[config.mk]
export PLATFORM = sky130hd
export DESIGN_NAME = jlh_host_port
export DESIGN_NICKNAME = d
export VERILOG_FILES = /design/src/design/jlh_pkg.sv /design/src/design/jlh_host_port.sv
export SDC_FILE = /design/constraint.sdc
export NUM_CORES = 1
export LEC_CHECK = 0
export BUFFER_PORTS_ARGS = -buffer_cell sky130_fd_sc_hd__buf_2
export CORE_UTILIZATION = 45
export CTS_CLUSTER_SIZE = 28
export DETAILED_ROUTE_END_ITERATION = 8
export PLACE_DENSITY = 0.75
export SLEW_MARGIN = 20
export SYNTH_ARGS = -nofsm -noshare
export SYNTH_HDL_FRONTEND = slang
export SYNTH_SLANG_ARGS = --single-unit
[constraint.sdc]
create_clock -name core_clk -period 2.88 [get_ports core_clk]
set_clock_uncertainty 0.1 [all_clocks]
set_input_delay 0.144 -clock core_clk [delete_from_list [all_inputs] [get_ports core_clk]]
set_output_delay 0.144 -clock core_clk [all_outputs]
set_load 0.1 [all_outputs]
[src/design/jlh_pkg.sv]
// Package: register map, source codes, carriers and timing for the host port
package jlh_pkg;
   // Register byte addresses
   localparam logic [7:0] ADDR_VECTOR = 8'h00;
   localparam logic [7:0] ADDR_DATA = 8'h04;
   localparam logic [7:0] ADDR_CTRL1 = 8'h08;
   localparam logic [7:0] ADDR_CTRL2 = 8'h0C;
   localparam logic [7:0] ADDR_POWER = 8'h10;
   localparam logic [7:0] ADDR_STATUS = 8'h14;
   // Control field positions
   localparam int CTRL1_IE_BIT = 0;
   localparam int CTRL1_WCM_BIT = 1;
   localparam int CTRL2_TRANSMIT_END_OF_DATA_BIT = 0;
   localparam int POWER_WAIT_BIT = 0;
   localparam int POWER_STOP_BIT = 1;
   // Reset values
   localparam logic [1:0] CTRL1_RESET = 2'h0;
   localparam logic [7:0] DATA_RESET = 8'h00;
   // Source indices, priority rises with index; vector = index * 4
   localparam logic [3:0] SRC_NONE = 4'h0;
   localparam logic [3:0] SRC_EOF = 4'h1;
   localparam logic [3:0] SRC_RX_IFR = 4'h2;
   localparam logic [3:0] SRC_RX_FULL = 4'h3;
   localparam logic [3:0] SRC_TX_EMPTY = 4'h4;
   localparam logic [3:0] SRC_ARB_LOSS = 4'h5;
   localparam logic [3:0] SRC_CRC = 4'h6;
   localparam logic [3:0] SRC_BAD_SYM = 4'h7;
   localparam logic [3:0] SRC_WAKE = 4'h8;
   localparam int NUM_SRC = 8;
   // AXI responses
   localparam logic [1:0] RESP_OKAY = 2'h0;
   localparam logic [1:0] RESP_SLVERR = 2'h2;
   // Clock restart time after stop-mode wake
   localparam int CLK_PERIOD_NS = 10;
   localparam int STAB_TIME_NS = 1000;
   localparam int STAB_CYC = (STAB_TIME_NS + CLK_PERIOD_NS - 1)
      / CLK_PERIOD_NS;

   typedef enum logic [1:0] {
      JLH_RUN,
      JLH_WAIT,
      JLH_STOP,
      JLH_RESTART
   } jlh_mode_t;

   // Events from the frame engine, each flag a one-cycle pulse, plus the received byte
   typedef struct packed {
      logic eof;
      logic rx_ifr;
      logic rx_byte;
      logic arb_loss;
      logic crc_err;
      logic bad_sym;
      logic tx_first_bit;
      logic tx_byte_done;
      logic tx_take;
      logic [7:0] rx_data;
   } jlh_link_evt_t;

   // Commands to the frame engine
   typedef struct packed {
      logic drive_en;
      logic tx_avail;
      logic tx_last;
      logic underrun;
      logic [7:0] tx_data;
   } jlh_tx_ctl_t;
endpackage

[src/design/jlh_host_port.sv]
// Host port of the J1850 link: vector, data buffer, low-power control
//
// Design decisions made here: the register offsets and the AXI4-Lite slave port.
`timescale 1ns/1ns

// Summary of operation
// - Vector shows highest pending source, steps of four
// - Vector read clears source, except data-register sources
// - Receive sources clear on vector then data read
// - Transmit empty clears on vector+write or end-of-data
// - Vector value is index times four
// - Lower pending source shows after higher clears
// - Data read returns last received byte
// - Shift done loads shadow byte into shifter
// - First bit sent sets transmit empty unless end-of-data set
// - Completed byte goes to shadow, sets receive full
// - Underrun stops transmitter after byte plus two ones
// - Aborted frame reported as invalid symbol
// - Wait instruction without wcm enters wait, no drive
// - Good message in wait wakes, interrupts if enabled
// - Stop instruction, or wait with wcm, enters stop
// - Bus going active in stop wakes, raises nmi
// - Wait-entered stop trusts byte only after end of frame
// - Stop during reception wakes on first edge, restarts clocks
module jlh_host_port #(
   parameter int STAB_CYCLES = jlh_pkg::STAB_CYC
) (
   // Clock and reset
   input wire logic core_clk,
   input wire logic rstn,
   // AXI4-Lite write
   input wire logic [7:0] s_axi_awaddr,
   input wire logic s_axi_awvalid,
   output logic s_axi_awready,
   input wire logic [31:0] s_axi_wdata,
   input wire logic [3:0] s_axi_wstrb,
   input wire logic s_axi_wvalid,
   output logic s_axi_wready,
   output logic [1:0] s_axi_bresp,
   output logic s_axi_bvalid,
   input wire logic s_axi_bready,
   // AXI4-Lite read
   input wire logic [7:0] s_axi_araddr,
   input wire logic s_axi_arvalid,
   output logic s_axi_arready,
   output logic [31:0] s_axi_rdata,
   output logic [1:0] s_axi_rresp,
   output logic s_axi_rvalid,
   input wire logic s_axi_rready,
   // Frame engine
   input wire jlh_pkg::jlh_link_evt_t link_evt,
   input wire logic rx_busy,
   input wire logic bus_active,
   output jlh_pkg::jlh_tx_ctl_t tx_ctl,
   // CPU side
   output logic irq,
   output logic nmi_req,
   output logic clk_run,
   output logic rx_trust
);
   localparam int NS = jlh_pkg::NUM_SRC;
   localparam int SW = $clog2(STAB_CYCLES + 1);

   logic [NS:1] pend_r;
   logic [NS:1] pend_nxt;
   logic [NS:1] pend_set;
   logic [NS:1] pend_clr;
   logic [3:0] armed_r;
   logic [7:0] tx_shadow_r;
   logic tx_full_r;
   logic [7:0] rx_shadow_r;
   logic ie_r;
   logic wcm_r;
   logic transmit_end_of_data_r;
   logic eof_seen_r;
   logic stop_by_wait_r;
   logic stop_in_rx_r;
   logic bus_q_r;
   logic [SW-1:0] stab_r;
   jlh_pkg::jlh_mode_t mode_r;
   logic wr_go;
   logic rd_go;
   logic [7:0] wa;
   logic [7:0] ra;
   logic [3:0] vec_src;
   logic vec_rd;
   logic data_rd;
   logic data_wr;
   logic transmit_end_of_data_wr;
   logic wait_cmd;
   logic stop_cmd;
   logic msg_ok;
   logic rise;
   logic edge_seen;

   // Highest set source index
   function automatic logic [3:0] top_src(input logic [NS:1] p);
      logic [3:0] s;
      s = jlh_pkg::SRC_NONE;
      for (int i = 1; i <= NS; i++) begin
         if (p[i]) begin
            s = 4'(i);
         end
      end
      return s;
   endfunction

   function automatic logic needs_data(input logic [3:0] s);
      return s == jlh_pkg::SRC_RX_IFR || s == jlh_pkg::SRC_RX_FULL ||
         s == jlh_pkg::SRC_TX_EMPTY;
   endfunction

   // Bus handshakes
   assign wr_go = s_axi_awvalid && s_axi_wvalid && !s_axi_awready &&
      !s_axi_bvalid;
   assign rd_go = s_axi_arvalid && !s_axi_arready && !s_axi_rvalid;
   assign wa = {s_axi_awaddr[7:2], 2'h0};
   assign ra = {s_axi_araddr[7:2], 2'h0};
   assign vec_src = top_src(pend_r);
   assign vec_rd = rd_go && ra == jlh_pkg::ADDR_VECTOR;
   assign data_rd = rd_go && ra == jlh_pkg::ADDR_DATA;
   assign data_wr = wr_go && wa == jlh_pkg::ADDR_DATA &&
      s_axi_wstrb[0];
   assign transmit_end_of_data_wr = wr_go && wa == jlh_pkg::ADDR_CTRL2 &&
      s_axi_wstrb[0] && s_axi_wdata[jlh_pkg::CTRL2_TRANSMIT_END_OF_DATA_BIT];
   assign wait_cmd = wr_go && wa == jlh_pkg::ADDR_POWER &&
      s_axi_wstrb[0] && s_axi_wdata[jlh_pkg::POWER_WAIT_BIT];
   assign stop_cmd = wr_go && wa == jlh_pkg::ADDR_POWER &&
      s_axi_wstrb[0] && s_axi_wdata[jlh_pkg::POWER_STOP_BIT];
   assign msg_ok = link_evt.eof && !link_evt.crc_err &&
      !link_evt.bad_sym;
   assign rise = bus_active && !bus_q_r;
   assign edge_seen = bus_active != bus_q_r;

   always_ff @(posedge core_clk or negedge rstn) begin
      if (!rstn) begin
         s_axi_awready <= 1'b0;
         s_axi_wready <= 1'b0;
         s_axi_bvalid <= 1'b0;
         s_axi_bresp <= jlh_pkg::RESP_OKAY;
      end else begin
         s_axi_awready <= wr_go;
         s_axi_wready <= wr_go;
         if (wr_go) begin
            s_axi_bvalid <= 1'b1;
            s_axi_bresp <= (wa == jlh_pkg::ADDR_DATA ||
               wa == jlh_pkg::ADDR_CTRL1 || wa == jlh_pkg::ADDR_CTRL2 ||
               wa == jlh_pkg::ADDR_POWER) ? jlh_pkg::RESP_OKAY :
               jlh_pkg::RESP_SLVERR;
         end else if (s_axi_bready) begin
            s_axi_bvalid <= 1'b0;
         end
      end
   end

   always_ff @(posedge core_clk or negedge rstn) begin
      if (!rstn) begin
         s_axi_arready <= 1'b0;
         s_axi_rvalid <= 1'b0;
         s_axi_rdata <= 32'h0000_0000;
         s_axi_rresp <= jlh_pkg::RESP_OKAY;
      end else begin
         s_axi_arready <= rd_go;
         if (rd_go) begin
            s_axi_rvalid <= 1'b1;
            s_axi_rresp <= jlh_pkg::RESP_OKAY;
            unique case (ra)
               jlh_pkg::ADDR_VECTOR:
                  s_axi_rdata <= {26'h0, vec_src, 2'h0};
               jlh_pkg::ADDR_DATA:
                  s_axi_rdata <= {24'h0, rx_shadow_r};
               jlh_pkg::ADDR_CTRL1:
                  s_axi_rdata <= {30'h0, wcm_r, ie_r};
               jlh_pkg::ADDR_CTRL2:
                  s_axi_rdata <= {31'h0, transmit_end_of_data_r};
               jlh_pkg::ADDR_POWER:
                  s_axi_rdata <= 32'h0000_0000;
               jlh_pkg::ADDR_STATUS:
                  s_axi_rdata <= {26'h0, eof_seen_r, tx_full_r,
                     mode_r, pend_r[jlh_pkg::SRC_RX_FULL],
                     pend_r[jlh_pkg::SRC_TX_EMPTY]};
               default: begin
                  s_axi_rdata <= 32'h0000_0000;
                  s_axi_rresp <= jlh_pkg::RESP_SLVERR;
               end
            endcase
         end else if (s_axi_rready) begin
            s_axi_rvalid <= 1'b0;
         end
      end
   end

   // Control bits
   always_ff @(posedge core_clk or negedge rstn) begin
      if (!rstn) begin
         {wcm_r, ie_r} <= jlh_pkg::CTRL1_RESET;
      end else if (wr_go && wa == jlh_pkg::ADDR_CTRL1 &&
            s_axi_wstrb[0]) begin
         ie_r <= s_axi_wdata[jlh_pkg::CTRL1_IE_BIT];
         wcm_r <= s_axi_wdata[jlh_pkg::CTRL1_WCM_BIT];
      end
   end

   always_ff @(posedge core_clk or negedge rstn) begin
      if (!rstn) begin
         transmit_end_of_data_r <= 1'b0;
      end else if (transmit_end_of_data_wr) begin
         transmit_end_of_data_r <= 1'b1;
      end else if (link_evt.eof || link_evt.arb_loss) begin
         transmit_end_of_data_r <= 1'b0;
      end
   end

   // Source flags; hardware set wins over software clear
   always_comb begin
      pend_set = '0;
      pend_clr = '0;
      pend_set[jlh_pkg::SRC_EOF] = link_evt.eof;
      pend_set[jlh_pkg::SRC_RX_IFR] = link_evt.rx_ifr;
      pend_set[jlh_pkg::SRC_RX_FULL] = link_evt.rx_byte;
      pend_set[jlh_pkg::SRC_TX_EMPTY] = link_evt.tx_first_bit &&
         !transmit_end_of_data_r;
      pend_set[jlh_pkg::SRC_ARB_LOSS] = link_evt.arb_loss;
      pend_set[jlh_pkg::SRC_CRC] = link_evt.crc_err;
      pend_set[jlh_pkg::SRC_BAD_SYM] = link_evt.bad_sym;
      pend_set[jlh_pkg::SRC_WAKE] = (mode_r == jlh_pkg::JLH_WAIT &&
         msg_ok) || (mode_r == jlh_pkg::JLH_STOP &&
         (rise || (stop_in_rx_r && edge_seen)));
      if (vec_rd && !needs_data(vec_src)) begin
         pend_clr[vec_src] = 1'b1;
      end
      if (data_rd && (armed_r == jlh_pkg::SRC_RX_FULL ||
            armed_r == jlh_pkg::SRC_RX_IFR)) begin
         pend_clr[armed_r] = 1'b1;
      end
      if ((data_wr && armed_r == jlh_pkg::SRC_TX_EMPTY) || transmit_end_of_data_wr) begin
         pend_clr[jlh_pkg::SRC_TX_EMPTY] = 1'b1;
      end
      pend_nxt = (pend_r & ~pend_clr) | pend_set;
   end

   always_ff @(posedge core_clk or negedge rstn) begin
      if (!rstn) begin
         pend_r <= '0;
      end else begin
         pend_r <= pend_nxt;
      end
   end

   // Remembers which data source a vector read armed
   always_ff @(posedge core_clk or negedge rstn) begin
      if (!rstn) begin
         armed_r <= jlh_pkg::SRC_NONE;
      end else if (vec_rd) begin
         armed_r <= needs_data(vec_src) ? vec_src : jlh_pkg::SRC_NONE;
      end else if (data_rd || data_wr) begin
         armed_r <= jlh_pkg::SRC_NONE;
      end
   end

   // Receive shadow; a new byte overwrites an unread one
   always_ff @(posedge core_clk or negedge rstn) begin
      if (!rstn) begin
         rx_shadow_r <= jlh_pkg::DATA_RESET;
      end else if (link_evt.rx_byte || link_evt.rx_ifr) begin
         rx_shadow_r <= link_evt.rx_data;
      end
   end

   // Transmit shadow, emptied when the engine takes it
   always_ff @(posedge core_clk or negedge rstn) begin
      if (!rstn) begin
         tx_shadow_r <= jlh_pkg::DATA_RESET;
         tx_full_r <= 1'b0;
      end else if (data_wr) begin
         tx_shadow_r <= s_axi_wdata[7:0];
         tx_full_r <= 1'b1;
      end else if (link_evt.tx_take || link_evt.arb_loss) begin
         tx_full_r <= 1'b0;
      end
   end

   // Engine commands
   always_ff @(posedge core_clk or negedge rstn) begin
      if (!rstn) begin
         tx_ctl <= '0;
      end else begin
         tx_ctl.drive_en <= mode_r == jlh_pkg::JLH_RUN;
         tx_ctl.tx_avail <= tx_full_r && !data_wr;
         tx_ctl.tx_data <= tx_shadow_r;
         tx_ctl.tx_last <= transmit_end_of_data_r;
         // Engine sends two ones then stops on this pulse
         tx_ctl.underrun <= link_evt.tx_byte_done && !tx_full_r &&
            !transmit_end_of_data_r;
      end
   end

   always_ff @(posedge core_clk or negedge rstn) begin
      if (!rstn) begin
         eof_seen_r <= 1'b0;
      end else if (link_evt.eof) begin
         eof_seen_r <= 1'b1;
      end else if (rx_busy) begin
         eof_seen_r <= 1'b0;
      end
   end

   always_ff @(posedge core_clk or negedge rstn) begin
      if (!rstn) begin
         bus_q_r <= 1'b0;
      end else begin
         bus_q_r <= bus_active;
      end
   end

   // Low-power mode sequencer
   always_ff @(posedge core_clk or negedge rstn) begin
      if (!rstn) begin
         mode_r <= jlh_pkg::JLH_RUN;
         stop_by_wait_r <= 1'b0;
         stop_in_rx_r <= 1'b0;
         stab_r <= '0;
      end else begin
         unique case (mode_r)
            jlh_pkg::JLH_RUN: begin
               if (stop_cmd || (wait_cmd && wcm_r)) begin
                  mode_r <= jlh_pkg::JLH_STOP;
                  stop_by_wait_r <= !stop_cmd && eof_seen_r;
                  stop_in_rx_r <= rx_busy;
               end else if (wait_cmd) begin
                  mode_r <= jlh_pkg::JLH_WAIT;
               end
            end
            jlh_pkg::JLH_WAIT: begin
               if (msg_ok) begin
                  mode_r <= jlh_pkg::JLH_RUN;
               end
            end
            jlh_pkg::JLH_STOP: begin
               if (rise || (stop_in_rx_r && edge_seen)) begin
                  mode_r <= jlh_pkg::JLH_RESTART;
                  stab_r <= SW'(STAB_CYCLES);
               end
            end
            jlh_pkg::JLH_RESTART: begin
               if (stab_r <= SW'(1)) begin
                  mode_r <= jlh_pkg::JLH_RUN;
               end
               stab_r <= stab_r - SW'(1);
            end
         endcase
      end
   end

   // CPU-facing outputs
   always_ff @(posedge core_clk or negedge rstn) begin
      if (!rstn) begin
         irq <= 1'b0;
         nmi_req <= 1'b0;
         clk_run <= 1'b1;
         rx_trust <= 1'b1;
      end else begin
         irq <= ie_r && (pend_nxt != '0);
         nmi_req <= mode_r == jlh_pkg::JLH_STOP && (rise ||
            (stop_in_rx_r && edge_seen));
         clk_run <= mode_r == jlh_pkg::JLH_RUN ||
            mode_r == jlh_pkg::JLH_WAIT;
         if (mode_r == jlh_pkg::JLH_STOP) begin
            rx_trust <= stop_by_wait_r && !stop_in_rx_r;
         end else if (mode_r == jlh_pkg::JLH_RUN) begin
            rx_trust <= 1'b1;
         end
      end
   end
endmodule

# Word level (Yosys, flattened, before mapping)

Cells that the tools add are included.

Register bits after elaboration: 101
Logic and storage cells: 184
Input bits: 78

Bitwise logic cells: 4
$add $sub $neg: 1
Equal/unequal tests: 23
Multiplexer cells: 41
Reduce and logical (&&, ||, !) cells: 80
Magnitude comparators: 5

Operator list:

| operator                                                                      | count |
|---|---|
| 8-bit one-hot mux with 5 select lines                                         | 1 |
| 1-bit logical AND                                                             | 37 |
| 6-bit by 2-bit == test with 1-bit output (second input constant)              | 4 |
| 6-bit by 3-bit == test with 1-bit output (second input constant)              | 3 |
| 2-bit 2-to-1 mux                                                              | 9 |
| 4-bit by 2-bit == test with 1-bit output (second input constant)              | 4 |
| 1-bit 2-to-1 mux                                                              | 16 |
| 4-bit 2-to-1 mux                                                              | 4 |
| 8-bit 2-to-1 mux                                                              | 2 |
| 8-bit bitwise OR                                                              | 2 |
| 2-bit nonzero test                                                            | 8 |
| 1-bit logical OR                                                              | 15 |
| 7-bit one-hot mux with 2 select lines                                         | 1 |
| 1-bit logical NOT                                                             | 13 |
| 6-bit by 1-bit == test with 1-bit output (second input constant)              | 2 |
| 3-bit 2-to-1 mux                                                              | 4 |
| 4-bit by 5-bit less-than comparator with 1-bit output (second input constant) | 2 |
| 8-bit AND                                                                     | 1 |
| 1-bit demux with 4-bit select                                                 | 2 |
| 4-bit by 3-bit == test with 1-bit output (second input constant)              | 2 |
| 4-bit by 1-bit >= comparator with 1-bit output (second input constant)        | 2 |
| 8-bit logical NOT                                                             | 1 |
| 8-bit inverter                                                                | 1 |
| 2-bit one-hot mux with 4 select lines                                         | 1 |
| 13 further kinds                                                              | 17 |

# Logic depth before layout (Yosys ltp)

Depth after elaboration: 22
Gate-level depth with buffers: 7

# Worst setup path before layout

Ideal clock, no wire load.

Path kind: flip-flop to flip-flop
Start: register s_axi_arready
End: register irq
Setup slack: 0.113 ns
Required time: 2.647 ns
Data arrival time: 2.534 ns
Path buffers: 0
Period minus slack after synthesis: 2.767 ns
Stages on the path, launching flop included: 6
Cell sequence: dfrtp_1 -> or4b_2 -> or4_4 -> a21o_1 -> a2111oi_2 -> a31oi_1

Elaborated cells on any way between the ends: 16

RTL lines:

| what                               | line                 | RTL |
|---|---|---|
| start, declared                    | jlh_host_port.sv:45  | `output logic s_axi_arready,` |
| start signal, assigned             | jlh_host_port.sv:163 | `s_axi_arready <= rd_go;` |
| 1-bit logical NOT (*)              | jlh_host_port.sv:116 | `assign rd_go = s_axi_arvalid && !s_axi_arready && !s_axi_rvalid;` |
| 1-bit logical AND (*) (2 in a row) | jlh_host_port.sv:116 |  |
| 1-bit logical AND                  | jlh_host_port.sv:120 | `assign vec_rd = rd_go && ra == jlh_pkg::ADDR_VECTOR;` |
| 1-bit logical AND                  | jlh_host_port.sv:229 | `if (vec_rd && !needs_data(vec_src)) begin` |
| 8-bit 2-to-1 mux                   | jlh_host_port.sv:229 |  |
| 8-bit bitwise OR (no source line)  | n/a                  |  |
| 8-bit 2-to-1 mux (*)               | jlh_host_port.sv:232 | `if (data_rd && (armed_r == jlh_pkg::SRC_RX_FULL \|\|` |
| 8-bit inverter (*)                 | jlh_host_port.sv:239 | `pend_nxt = (pend_r & ~pend_clr) \| pend_set;` |
| 8-bit AND (*)                      | jlh_host_port.sv:239 |  |
| 8-bit bitwise OR (*)               | jlh_host_port.sv:239 |  |
| named net pend_nxt, one bit        | jlh_host_port.sv:65  | `logic [NS:1] pend_nxt;` |
| 8-bit nonzero test (*)             | jlh_host_port.sv:363 | `irq <= ie_r && (pend_nxt != '0);` |
| 1-bit logical AND (*)              | jlh_host_port.sv:363 |  |
| end signal, assigned               | jlh_host_port.sv:363 |  |
| end, declared                      | jlh_host_port.sv:56  | `output logic irq,` |

Mark *: on every way through the listed nets, which the timed path passes. The rest lies on a longest branch.
A chain may end at the register's enable or synchronous reset.

# Worst setup path after layout

Same ends and word-level chain as after synthesis.

==> results.cfg <==
[sta]
relSlewSlack = 0.387
fin_setup_tns_ns = 0
drv_slew = 0
setup_viol = 0
worst_pin_slew_ns = 0.919
fin_crit_ns = 2.44
rsz0062_at_grt = no
hold_viol = 0
finalCritPeriodShare = 0.846
max_freq_mhz = 410

[clock_network]
cts_tree = done
clk_pin_slew_ns = 0.08
cts-root-buf = clkbuf_8
htreeDepth = 3
post-cts-setup-buffers = 0
clkSinkCount = 75
cts-buffers-inserted = 9
clockBufferDepth = 2
clk_latency_ns = 0.34

[floorplan]
ios = 135
start_util = 0.470
row_count = 31
fp.dieH_um = 89.3
die_w_um = 89.3
design.core.area_mm2 = 0.00729
die_area_mm2 = 0.00798

[critical_path]
critical_path.top_delay_family = simple AND/OR/NAND/NOR gates
crit_fanout = 4
worstPathBufferInverterCount = 0
crit_type = flop to flop
critPathRequiredTime_ns = 3.00
cp_slowest_stage_delay_ns = 0.70
cpMaxStageDelayCell = or4b_2
arrival_ns = 2.56
start_kind = flop
end_kind = flop
path_cells = or4b_2 -> or4_4 -> a21o_1 -> a2111oi_2 -> a31oi_1

[run]
maxCapViolCount = 0

[routing]
post_drt_wl_per_cell_um = 13.6
ant_nets = 0
vias_per_cell = 4.95
drtPass1Iterations = 4
drc = 0
drt_iter0_markers = 149
finalWirelength_mm = 7.22
vias = 2619

[global_route]
antenna_found_initial = 0
grt_pass1_vias = 2462
grt_overflow = 0
grt_pass1_wl_mm = 11.6
grt_max_degree = 76
gr-usage-all-layers = 0.196

[power_and_ir_drop]
p_leak_nw = 2.07
p_total_mw = 3.15
ir_drop_uv = 293
cellPowerDensity_mw_per_mm2 = 726

[outcome]
run_status = completed

[yosys]
ys_warn_count = 0
syn_area_mm2 = 0.00343
synth_area_leaders = dfrtp_1, mux2_2, buf_4, o21ai_0, nand2_1
synth_cells = 314
synth_top_area_cell = dfrtp_1
synth-main-ff-cell = dfrtp_1
syn_avg_cell_area_um2 = 10.9
ys_seq_elements = 75
ys_async_sr_fraction = 1.00
synth_top_area_share = 0.532
synth_edf_count = 0
synthDistinctLibCells = 52
synth-seq-area-share = 0.548

[layout]
nets = 506
seqCellArea_mm2 = 0.00188
drive_gt1_frac = 0.302
fillers = 656
multiInputGateArea_mm2 = 0.00132
areaGrowthSynthToFinish_pct = 26.3
n_antenna_cell = 0
fin_cells = 529

[placement]
io_buffers = 77
place_congestion = 0.846
dp_cells = 482
dp_hpwl_mm = 5.08

[hold_path]
min_path_type = primary input to flop
final cells by class:
cell class,instances,share of cell area
Multi-Input combinational cell,211,0.305
Tap cell,99,0.0286
Clock buffer,9,0.0286
Inverter,17,0.0147
Timing Repair Buffer,111,0.166
Clock inverter,7,0.0231
Sequential cell,75,0.434
cell usage in the layout (no fill, tap or decap), types with 2 or more instances in the layout:
cell type       n
or4_4           2
dfstp_2         2
inv_1          17
dfrtp_1        73
ha_1            3
buf_2          76
buf_4           4
nor4_1          3
a21oi_1         9
nand2_1        25
nor3_1          8
or3b_2          3
nand2b_1        6
mux2_2         23
nor3b_1         2
or3_1           2
nand4_1         2
conb_1         26
nor2_1         20
nor2b_1         5
nand3_1         7
o21ai_0        19
clkinvlp_4      3
bufinv_16       2
a31oi_1         6
clkbuf_8        9
o31ai_1         7
a21o_1          5
dlygate4sd3_1  31
and2_1          3
or4_1           2
worst reg2reg max path, cell delays in order, from the launching register on:
cell	delay [ns]
dfrtp_1	0.38
or4b_2	0.70
or4_4	0.47
a21o_1	0.22
a2111oi_2	0.30
a31oi_1	0.14
metrics by stage:
step / util / area (um^2) / worst slack, ns / hold slack (ns)
floorplan: - / 3520 / 0.113 / -0.252
global placement: 0.521 / 3800 / 0.485 / 0.175
detailed placement: 0.521 / 3800 / 0.455 / 0.179
CTS: 0.594 / 4330 / 0.447 / 0.0261
global route: 0.594 / 4330 / 0.368 / 0.0394
finish: 0.594 / 4330 / 0.442 / 0.0462
path summary, 6_finish.rpt:
path	startpoint	to	slack, ns	cells after the start
setup / recovery	s_axi_arready$_DFF_PN0_	irq$_DFF_PN0_	0.44	5
hold / removal	s_axi_awaddr[2]	transmit_end_of_data_r$_DFFE_PN0P_	0.05	3
setup reg to reg	s_axi_arready$_DFF_PN0_	irq$_DFF_PN0_	0.44	5
hold reg to reg	tx_shadow_r[5]$_DFFE_PN0P_	tx_ctl[5]$_DFF_PN0_	0.28	0
max in group asynchronous	rstn	stab_r[0]$_DFFE_PN0P_	1.71	2
min in group asynchronous	rstn	armed_r[3]$_DFFE_PN0P_	0.38	2
layer usage:
metal	GRT usage	vias to the layer above	wire, um
met1	0.274	1245	3330
met2	0.299	96	3320
li1	-	1267	-
met4	0.0823	0	121
met5	0	-	0
met3	0.0397	11	443
flip-flops by register name, indices dropped and copies added, names as in the netlist, 2 cells and up:
name / count
tx_ctl: 12
pend_r: 8
rx_shadow_r: 8
s_axi_rdata: 8
tx_shadow_r: 8
stab_r: 7
armed_r: 4
mode_r: 2
logic make-up after synthesis:
group / count (synthesis) / share of synthesized area
AO/OA/AOI/OAI: 58 / 0.109
XOR/XNOR: 1 / 0.00255
adder cells (fa/ha/maj): 3 / 0.0109
buffers and inverters: 53 / 0.0945
flip-flops: 75 / 0.548
multiplexers: 24 / 0.0784
other: 1 / 0.00109
AND/OR/NAND/NOR: 99 / 0.155
where the power goes:
part	switching, mW	internal [mW]	total (mW)
Combinational	0.740	0.214	0.954
Sequential	0.117	1.19	1.30
Clock	0.399	0.492	0.891
cells in the mapped netlist, types with 2 or more instances:
cell / instances
dfrtp_1: 73
buf_4: 27
nand2_1: 25
mux2_2: 23
nor2_1: 20
o21ai_0: 19
inv_1: 17
a21oi_1: 9
nor3_1: 8
nand3_1: 7
o31ai_1: 7
a31oi_1: 6
nand2b_1: 6
a21o_1: 5
clkbuf_1: 5
nor2b_1: 5
and2_1: 3
buf_6: 3
ha_1: 3
nor4_1: 3
or3b_2: 3
dfstp_2: 2
nand4_1: 2
nor3b_1: 2
or3_1: 2
or4_1: 2
or4_4: 2
timing repair:
action / in CTS / in global routing
hold endpoints to repair: 104 / 0
resized for setup: 0 / 0
endpoints found under the setup margin: 0 / 0
hold buffers: 31 / 0
No activity file was read; power rests on OpenSTA's default activity.
